--- src/hdl/dso_pkg.sv ---
// Operation
// - decorated logic store is one locked read-modify-write
// - and command writes back read and operand
// - or command writes back read or operand
// - xor command writes back read xor operand
// - decorated only when address bits 30:29 are 10
// - bits 28:26 equal 001 select and
// - bits 28:26 equal 010 select or
// - bits 28:26 equal 011 select xor
// - read and write-back keep the input size
// - bits 19:0 form the real target offset
// - don't-care address bits never affect a decorated store; undecorated accesses forward the full address
// - first address phase forwards stripped read, captures
// - next cycle reissues captured address as write
// - first data phase feeds read data and operand to the logic unit
// - first data phase registers the and, or or xor of read and operand, as the command selects
// - second data phase drives registered result out
// - input transfer stalled during read and modify
// - peripheral wait states stall the master alike
// - undecorated accesses pass through unchanged
package dso_pkg;

    // decoration fields of the input address
    localparam int unsigned DSO_SPACE_HI  = 30;
    localparam int unsigned DSO_SPACE_LO  = 29;
    localparam logic [1:0]  DSO_SPACE_PER = 2'h2;
    localparam int unsigned DSO_CMD_HI    = 28;
    localparam int unsigned DSO_CMD_LO    = 26;
    localparam int unsigned DSO_OFS_HI    = 19;
    localparam int unsigned DSO_OFS_W     = 20;

    // base of the peripheral space that the offset lands in
    localparam logic [31:0] DSO_PER_BASE = 32'h4000_0000;

    // transfer encodings of the bus
    localparam logic [1:0] DSO_TRANS_IDLE   = 2'h0;
    localparam logic [1:0] DSO_TRANS_NONSEQ = 2'h2;

    // reset values of the captured attributes
    localparam logic [DSO_OFS_W-1:0] DSO_OFS_RST  = 20'h0_0000;
    localparam logic [2:0]           DSO_SIZE_RST = 3'h0;
    localparam logic [3:0]           DSO_PROT_RST = 4'h0;
    localparam logic [31:0]          DSO_DATA_RST = 32'h0000_0000;

    // logical store commands, values as decoded from bits 28:26
    typedef enum logic [2:0] {
        dso_cmd_and = 3'h1,
        dso_cmd_or  = 3'h2,
        dso_cmd_xor = 3'h3
    } dso_cmd_t;

    // engine_addr_phase / engine_data_phase sequencing
    typedef enum logic [1:0] {
        dso_st_pass,
        dso_st_rmw_read,
        dso_st_rmw_write
    } dso_state_t;

    typedef struct packed {
        dso_state_t            state;
        dso_cmd_t              cmd;
        logic [DSO_OFS_W-1:0]  ofs;
        logic [2:0]            size;
        logic [3:0]            prot;
        logic [31:0]           data;
    } dso_regs_t;

endpackage : dso_pkg

--- src/hdl/dso_logic_unit.sv ---
`timescale 1ns/1ps
`default_nettype none
module dso_logic_unit (
    input  wire dso_pkg::dso_cmd_t i_cmd,
    input  wire logic [31:0]       i_rdata,
    input  wire logic [31:0]       i_wdata,
    output logic [31:0]            o_result
);

    // combines the fetched value with the store operand on all lanes;
    // the size of the write-back picks the lanes that really change
    always_comb begin
        case (i_cmd)
            dso_pkg::dso_cmd_and: o_result = i_rdata & i_wdata;
            dso_pkg::dso_cmd_or:  o_result = i_rdata | i_wdata;
            dso_pkg::dso_cmd_xor: o_result = i_rdata ^ i_wdata;
            default:              o_result = i_rdata;
        endcase
    end

endmodule : dso_logic_unit
`default_nettype wire

--- src/hdl/dso_engine.sv ---
`timescale 1ns/1ps
`default_nettype none
module dso_engine (
    input  wire logic        i_clk,
    input  wire logic        i_arst_n,
    // input side, slave port facing the core
    input  wire logic        i_s_hsel,
    input  wire logic [31:0] i_s_haddr,
    input  wire logic [1:0]  i_s_htrans,
    input  wire logic        i_s_hwrite,
    input  wire logic [2:0]  i_s_hsize,
    input  wire logic [3:0]  i_s_hprot,
    input  wire logic [31:0] i_s_hwdata,
    input  wire logic        i_s_hready,
    output logic [31:0]      o_s_hrdata,
    output logic             o_s_hreadyout,
    output logic             o_s_hresp,
    // output side, master port facing the peripheral bridge
    output logic [31:0]      o_m_haddr,
    output logic [1:0]       o_m_htrans,
    output logic             o_m_hwrite,
    output logic [2:0]       o_m_hsize,
    output logic [3:0]       o_m_hprot,
    output logic             o_m_hmastlock,
    output logic [31:0]      o_m_hwdata,
    input  wire logic [31:0] i_m_hrdata,
    input  wire logic        i_m_hready,
    input  wire logic        i_m_hresp
);

    dso_pkg::dso_regs_t r;
    dso_pkg::dso_regs_t next_r;

    // decode of the pending input address phase
    logic       in_valid;
    logic       in_take;
    logic       is_periph;
    logic [2:0] cmd_field;
    logic       is_logic_cmd;
    logic       is_deco_store;
    logic       addr_free;
    logic [31:0] real_addr;
    logic [31:0] op_result;

    // a transfer is offered when selected and non-idle
    assign in_valid = i_s_hsel & i_s_htrans[1];

    // the previous data phase ends on i_s_hready, so the address is taken then
    assign in_take = in_valid & i_s_hready;

    // only the space bits and the command field are looked at
    assign is_periph = (i_s_haddr[dso_pkg::DSO_SPACE_HI:dso_pkg::DSO_SPACE_LO]
                        == dso_pkg::DSO_SPACE_PER);

    assign cmd_field = i_s_haddr[dso_pkg::DSO_CMD_HI:dso_pkg::DSO_CMD_LO];

    // and, or, xor are the logical stores handled here
    always_comb begin
        case (cmd_field)
            3'(dso_pkg::dso_cmd_and): is_logic_cmd = 1'b1;
            3'(dso_pkg::dso_cmd_or):  is_logic_cmd = 1'b1;
            3'(dso_pkg::dso_cmd_xor): is_logic_cmd = 1'b1;
            default:                  is_logic_cmd = 1'b0;
        endcase
    end

    // a decorated logical store; loads and other commands pass through
    assign is_deco_store = in_valid & i_s_hwrite & is_periph & is_logic_cmd;

    // strip the decoration, keeping only the offset into the space
    assign real_addr = dso_pkg::DSO_PER_BASE
                     | {12'h000, i_s_haddr[dso_pkg::DSO_OFS_HI:0]};

    // the output address bus is free except while the write is reissued
    assign addr_free = (r.state != dso_pkg::dso_st_rmw_read);

    // read data and store operand meet in the logic unit
    dso_logic_unit u_logic (
        .i_cmd    (r.cmd),
        .i_rdata  (i_m_hrdata),
        .i_wdata  (i_s_hwdata),
        .o_result (op_result)
    );

    // next-state logic of the whole engine
    always_comb begin
        next_r = r;
        case (r.state)
            dso_pkg::dso_st_pass,
            dso_pkg::dso_st_rmw_write: begin
                // a pending write-back holds the address pipe until it completes
                if (r.state == dso_pkg::dso_st_rmw_write && !i_m_hready) begin
                    next_r.state = dso_pkg::dso_st_rmw_write;
                end else if (in_take && is_deco_store) begin
                    // capture address and attributes at cycle x
                    next_r.state = dso_pkg::dso_st_rmw_read;
                    next_r.cmd   = dso_pkg::dso_cmd_t'(cmd_field);
                    next_r.ofs   = i_s_haddr[dso_pkg::DSO_OFS_HI:0];
                    next_r.size  = i_s_hsize;
                    next_r.prot  = i_s_hprot;
                end else begin
                    next_r.state = dso_pkg::dso_st_pass;
                end
            end
            dso_pkg::dso_st_rmw_read: begin
                // read data arrives when the bridge is ready; modify and hold it
                if (i_m_hready) begin
                    next_r.data  = op_result;
                    next_r.state = dso_pkg::dso_st_rmw_write;
                end else begin
                    next_r.state = dso_pkg::dso_st_rmw_read;
                end
            end
            default: begin
                next_r.state = dso_pkg::dso_st_pass;
            end
        endcase
    end

    // state register
    always_ff @(posedge i_clk or negedge i_arst_n) begin
        if (!i_arst_n) begin
            r.state <= dso_pkg::dso_st_pass;
            r.cmd   <= dso_pkg::dso_cmd_and;
            r.ofs   <= dso_pkg::DSO_OFS_RST;
            r.size  <= dso_pkg::DSO_SIZE_RST;
            r.prot  <= dso_pkg::DSO_PROT_RST;
            r.data  <= dso_pkg::DSO_DATA_RST;
        end else begin
            r <= next_r;
        end
    end

    // output address phase: reissue as a locked write, else forward
    always_comb begin
        if (!addr_free) begin
            // cycle x+1: captured address recirculated as output_write
            o_m_haddr     = dso_pkg::DSO_PER_BASE
                          | {12'h000, r.ofs};
            o_m_htrans    = dso_pkg::DSO_TRANS_NONSEQ;
            o_m_hwrite    = 1'b1;
            o_m_hsize     = r.size;
            o_m_hprot     = r.prot;
            o_m_hmastlock = 1'b1;
        end else if (is_deco_store) begin
            // cycle x: input_write turned into a read of the real address
            o_m_haddr     = real_addr;
            o_m_htrans    = i_s_htrans;
            o_m_hwrite    = 1'b0;
            o_m_hsize     = i_s_hsize;
            o_m_hprot     = i_s_hprot;
            o_m_hmastlock = 1'b1;
        end else begin
            // undecorated traffic is handed on untouched
            o_m_haddr     = i_s_haddr;
            o_m_htrans    = i_s_hsel ? i_s_htrans : dso_pkg::DSO_TRANS_IDLE;
            o_m_hwrite    = i_s_hwrite;
            o_m_hsize     = i_s_hsize;
            o_m_hprot     = i_s_hprot;
            o_m_hmastlock = 1'b0;
        end
    end

    // output data phase: registered result on the write-back, else pass-through
    always_comb begin
        if (r.state == dso_pkg::dso_st_rmw_write) begin
            o_m_hwdata = r.data;
        end else begin
            o_m_hwdata = i_s_hwdata;
        end
    end

    // input answer: stall through the read, then mirror the bridge
    always_comb begin
        o_s_hrdata = i_m_hrdata;
        if (r.state == dso_pkg::dso_st_rmw_read) begin
            o_s_hreadyout = 1'b0;
            o_s_hresp     = 1'b0;
        end else begin
            o_s_hreadyout = i_m_hready;
            o_s_hresp     = i_m_hresp;
        end
    end

endmodule : dso_engine
`default_nettype wire

--- config.mk ---
export PLATFORM = sky130hd
export DESIGN_NAME = dso_engine
export DESIGN_NICKNAME = d
export VERILOG_FILES = /design/src/hdl/dso_pkg.sv /design/src/hdl/dso_logic_unit.sv /design/src/hdl/dso_engine.sv
export SDC_FILE = /design/constraint.sdc
export NUM_CORES = 1
export LEC_CHECK = 0
export BUFFER_PORTS_ARGS = -buffer_cell sky130_fd_sc_hd__buf_2
export CAP_MARGIN = 20
export CORE_MARGIN = 1
export CORE_UTILIZATION = 50
export CTS_CLUSTER_SIZE = 40
export DETAILED_ROUTE_END_ITERATION = 8
export PLACE_DENSITY = 0.91
export SETUP_SLACK_MARGIN = 0.3
export SYNTH_ARGS = -nofsm -noshare
export SYNTH_HDL_FRONTEND = slang
export SYNTH_SLANG_ARGS = --single-unit
--- constraint.sdc ---
create_clock -name i_clk -period 1.8 [get_ports i_clk]
set_clock_uncertainty 0.1 [all_clocks]
set_input_delay 0.18 -clock i_clk [delete_from_list [all_inputs] [get_ports i_clk]]
set_output_delay 0.18 -clock i_clk [all_outputs]
set_load 0.05 [all_outputs]
# Yosys cells after proc, flatten, opt, wreduce, memory -nomap -nowiden
# Index checks and enable logic that the tools add are counted.
[classes]
n_bitwise = 9
n_mux = 20
eq_ne = 10
reduce_logical = 8
[op_table]
columns = ["cell", "n"]
rows = [
  ["$mux W32", 3],
  ["$pmux W32 S3", 1],
  ["$and A32 B32 Y32", 1],
  ["$or A32 B32 Y32", 1],
  ["$xor A32 B32 Y32", 1],
  ["$eq A3 B2 Y1 const B", 4],
  ["$mux W2", 5],
  ["$mux W1", 8],
  ["$eq A3 B1 Y1 const B", 2],
  ["$and A1 B1 Y1", 5],
  ["$eq A2 B2 Y1 const B", 2],
  ["$mux W4", 1],
  ["$pmux W2 S2", 1],
  ["$mux W3", 1],
  ["$reduce_and A3 Y1", 1],
  ["$reduce_or A3 Y1", 1],
  ["$eq A2 B1 Y1 const B", 1],
  ["$logic_and A1 B1 Y1", 2],
  ["$logic_not A2 Y1", 1],
  ["$ne A2 B1 Y1 const B", 1],
  ["$reduce_and A2 Y1", 1],
  ["$reduce_or A2 Y1", 1],
  ["$logic_not A1 Y1", 1],
  ["$not A1 Y1", 1],
]
[word_totals]
out_inout_bits = 109
elab_cells = 53
regBits = 64

# Logic depth before layout (Yosys ltp)
[depth]
depth_word = 8
depth_mapped = 6

# Modules after synthesis
# Synthesis repeated with hierarchy kept, for this count alone.
[hier_totals]
hier_cells = 646
hier_area_um2 = 5884.4
[modules_own_cells]
columns = ["mod", "n_inst", "cells_each", "area_each_um2"]
rows = [
  ["dso_engine", 1, 321, 3642.2],
  ["dso_logic_unit", 1, 325, 2242.2],
]

# Worst setup path after synthesis
# OpenSTA, ideal clock, no wires.
[synth_path]
path_kind = "reg-to-output"
startpoint = "reg r[63] (netlist bit)"
endpoint = "out o_m_hwdata[0]"
t_required_ns = 1.520
path_slack_ns = -0.461
arrival_time_ns = 1.981
stages_incl_launch_ff = 5
cell_sequence = "dfrtp_1 > nor2b_1 > clkbuf_1 > clkbuf_1 > o21ai_0"
[synth_via]
elab_chain_len = 2
[synth_lines]
columns = ["item", "line", "source"]
rows = [
  ["from (decl)", "dso_engine.sv:31", "dso_pkg::dso_regs_t r;"],
  ["from (signal assigned)", "dso_engine.sv:130", "r <= next_r;"],
  ["$eq A2 B2 Y1", "dso_engine.sv:166", "if (r.state == dso_pkg::dso_st_rmw_write) begin"],
  ["$mux W32", "dso_engine.sv:166", ""],
  ["to (decl)", "dso_engine.sv:25", "output logic [31:0] o_m_hwdata,"],
]
# Every way passes these cells.

# Worst setup path in the final report
[layout_path]
startpoint = "reg r[63] (netlist bit)"
endpoint = "reg r[50] (netlist bit)"
[layout_via]
elab_chain_len = 4
elab_cells_between_ends = 6
[layout_lines]
columns = ["item", "line", "source"]
rows = [
  ["$eq A2 B2 Y1", "dso_engine.sv:88, dso_engine.sv:92", ""],
  ["$logic_and A1 B1 Y1", "dso_engine.sv:92", "if (r.state == dso_pkg::dso_st_rmw_write && !i_m_hready) begin"],
  ["$not A1 Y1 (no line)", "--", ""],
  ["$reduce_and A3 Y1 (no line) (*)", "--", ""],
]
# Every way passes the cells marked *; elsewhere a longest branch is shown, timed or not.
# A chain may end at the register's enable or synchronous reset.

==> flow_summary_export.csv <==
group,metric,value,unit
die,core,0.0109,mm^2
final_layout,fill_cells,293,
worst_setup_path,crit_type,"flip-flop to flip-flop",
pwr,power_density,525,mW/mm^2
worst_setup_path,worstSetupEndpointType,"flip-flop",
routing,drc,0,
clock_tree,clock_latency,0.34,ns
worst_setup_path,setup.worst_path.start,"r[63]$_DFF_PN0_",
pwr,pwr-share-comb,35.2,%
worst_setup_path,endpoint,"r[50]$_DFFE_PN0P_",
grt,grt_overflow,0,
sta,fin_crit_sh,123,%
synthesis,synth_top_family_by_area,"simple AND/OR/NAND/NOR gates",
worst_setup_path,critical_path.max_stage_delay,0.42,ns
pwr,intPower,3.35,mW
worst_setup_path,crit_buf_inv,5,
sta,fmax,0.451,GHz
final_layout,fin_cells,1129,
synthesis,synth.avg_cell_area,7.75,um^2
worst_setup_path,crit_slowest_cell,"dfrtp_1",
final_layout,top_regs,"r x64",
sta,final.min_clock_period,2.22,ns
routing,via_per_inst,6.55,
clock_tree,cts_root_buffer,"clkbuf_16",
die,start_util,52.0,%
pwr,ir_drop,550,uV
pwr,leakage,5.47,nW
synthesis,yosys.area_share.simple,18.8,%
final_layout,drive_above_1_share,55.1,%
grt,grt_max_degree,65,
die,fp.dieArea,0.0118,mm^2
die,dieWidth,109,um
job,drv_cap,0,
worst_setup_path,reg2reg_from,"r[63]$_DFF_PN0_",
clock_tree,clkSlewWorstSetupHoldPaths,0.07,ns
synthesis,synth_fa_ha_area_share,14.1,%
clock_tree,htree_levels,3,
placement,gp_congestion,0.785,
run_status,violations,"setup timing",
worst_setup_path,critPathMaxFanout,8,
worst_setup_path,rrSetupSlack,-0.42,ns
synthesis,synthXorXnorAreaFrac,0,%
worst_setup_path,path_depth,9,
final_layout,regMostFlops,"r",
sta,setup-violations-final,111,
worst_setup_path,cp_top_family,"buffers and inverters",
clock_tree,cts_made_buffers,9,
synthesis,yosys_warnings,0,
synthesis,synthCells,733,
grt,antenna_found_initial,6,
synthesis,synth_fp_nets,909,
synthesis,ys_ff_latch,64,
routing,drt_iter0_drc,899,
worst_hold_path,min_path_type,"input pin to flip-flop",
routing,drtPass1Iterations,7,
sta,fin_tns_setup,-26.16,ns
worst_setup_path,worst_ep_arrival_time,2.34,ns
pwr,sw_frac_of_total,38.7,%
final_layout,largest_reg_flops,64,
synthesis,netlist_area,0.00568,mm^2
placement,io_buffers,220,
sta,finalMaxSlewViolations,0,
grt,gr-usage-all-layers,39.7,%
grt,grt_first_pass_wirelength,35000,um
routing,ant_nets,0,
worst_setup_path,crit_chain,"buf_6 -> buf_6 -> or2b_1 -> nand3b_1 -> nor3_4 -> buf_6 -> buf_12 -> buf_16 -> mux2_4",
synthesis,synth_compound_area_share,15.5,%
worst_setup_path,worstReg2RegEnd,"r[50]$_DFFE_PN0P_",
pwr,seqPwrFrac,30.3,%
final_layout,most-common-layout-cells,"buf_2 (143), inv_1 (92), nand2_4 (83)",
worst_setup_path,startpoint_type,"flip-flop",
final_layout,final_nets,1153,
routing,wl_per_cell,28.6,um
sta,setup_slack,-0.416,ns
worst_setup_path,r2r_cells,9,
run_status,status,"finished, violations left",
grt,grt_pass1_vias,6748,
die,rows,38,
pwr,p_clk_share,34.5,%
placement,dp_hpwl,11100,um
final_layout,syn_to_final_growth,83.0,%
placement,dp_slack,-0.00657,ns
sta,slew_headroom,57.9,%
synthesis,ys_seq_area_share,28.2,%
routing,via_count,7390,
final_layout,layout_commonest_cell,"buf_2",
sta,hold_viol_final,0,
die,num_io_pins,221,
sta,grt_setup_unrepaired,"true",
worst_setup_path,crit_top_cell,"buf_6",
worst_setup_path,cp.required,1.92,ns
synthesis,synth.area.mux_share,9.53,%
die,die_height,109,um
clock_tree,cts_sinks,64,
pwr,p_sw,2.12,mW
clock_tree,ctsLongestPathBuffers,2,
placement,place_inst,1043,
routing,wl,32300,um
synthesis,yosysUniqueCellTypes,31,
clock_tree,tritoncts,"yes",
sta,tightest_slew,0.626,ns
routing by layer:
metal  wire length [um]  part of all wire (%)  GRT usage, %  vias up
met5                 37                  0.11             0        -
met4               3530                    11          25.7        2
met3               3780                    12          11.2      341
met2              14700                    46          68.8      742
met1              10200                    32          42.2     3470
li1                   -                     -             -     2835
how the worst min path moves through the flow:
stage / slack (ns) / to / cells after the start / from
floorplan: -0.22 / r[0]$_DFFE_PN0P_ / 0 / i_arst_n
global placement: 0.12 / r[30]$_DFFE_PN0P_ / 2 / i_arst_n
detailed placement: 0.13 / r[30]$_DFFE_PN0P_ / 2 / i_arst_n
CTS: 0.001 / r[32]$_DFFE_PN0P_ / 2 / i_s_hprot[0]
global route: 0.003 / r[44]$_DFFE_PN0P_ / 2 / i_s_haddr[5]
finish: 0.01 / r[44]$_DFFE_PN0P_ / 2 / i_s_haddr[5]
power groups by stage:
| stage | Sequential (mW) | Combinational [mW] | Clock [mW] |
|---|---|---|---|
| after floorplan | 1.59 | 0.985 | 0 |
| final | 1.65 | 1.92 | 1.88 |
| after global routing | 1.65 | 2.00 | 1.92 |
| after CTS | 1.59 | 1.62 | 1.78 |
| after global placement | 1.61 | 1.33 | 0 |
| after detailed placement | 1.61 | 1.37 | 0 |
synthesized netlist by cell type, drive strengths merged:
| master | count | share of area (%) |
|---|---|---|
| a211oi | 14 | 1.8 |
| a21oi | 32 | 2.8 |
| and2 | 6 | 0.70 |
| and2b | 1 | 0.13 |
| and3 | 10 | 1.1 |
| and4bb | 1 | 0.22 |
| buf | 46 | 5.7 |
| clkbuf | 31 | 2.0 |
| dfrtp | 63 | 28 |
| dfstp | 1 | 0.46 |
| ha | 64 | 14 |
| inv | 93 | 6.1 |
| mux2 | 29 | 7.1 |
| mux2i | 14 | 2.5 |
| nand2 | 153 | 10 |
| nand2b | 20 | 2.2 |
| nand3b | 1 | 0.13 |
| nor2 | 2 | 0.13 |
| nor2b | 33 | 3.6 |
| nor3 | 1 | 0.29 |
| o2111ai | 1 | 0.46 |
| o211ai | 3 | 0.40 |
| o21ai | 112 | 9.9 |
| o21bai | 1 | 0.13 |
| or2b | 1 | 0.13 |
repair_timing:
| action | 4_1_cts | 5_1_grt |
|---|---|---|
| setup buffers | 18 | 6 |
| endpoints found under the hold margin | 76 | 0 |
| hold buffers | 14 | 0 |
| setup endpoints to repair | 138 | 141 |
| pin swaps | 18 | 80 |
| gates resized for setup | 274 | 241 |
| cloned | 18 | 7 |
cell families (layout without fill, tap and decap cells):
kind of cell	count (synthesis)	after routing
buffers and inverters	170	419
DFF	64	64
and+or+nand+nor	229	229
muxes	43	43
adders and majority gates	64	64
AOI/OAI and AO/OA	163	163
other	0	7
area by class of cell:
type | count | area (um^2) | area share, %
clock buffer | 9 | 225 | 2.17
antenna | 7 | 17.5 | 0.168
inverter | 93 | 349 | 3.36
tap | 140 | 175 | 1.68
multi-input combinational | 499 | 4600 | 44.3
timing repair buffer | 310 | 3350 | 32.2
clock inverter | 7 | 72.6 | 0.698
sequential | 64 | 1600 | 15.4
metrics by stage:
| stage | power (mW) | hold slack (ns) | cell area [um^2] | utilization [%] |
|---|---|---|---|---|
| after CTS | 5.00 | 0.00142 | 9300 | 85.0 |
| final | 5.46 | 0.00972 | 10400 | 95.1 |
| after global routing | 5.57 | 0.00273 | 10400 | 95.1 |
| after floorplan | 2.58 | -0.216 | 6230 | - |
| after detailed placement | 2.98 | 0.127 | 7310 | 66.8 |
| after global placement | 2.93 | 0.121 | 7310 | 66.8 |
Note: power is estimated with default switching activity, not from simulation.
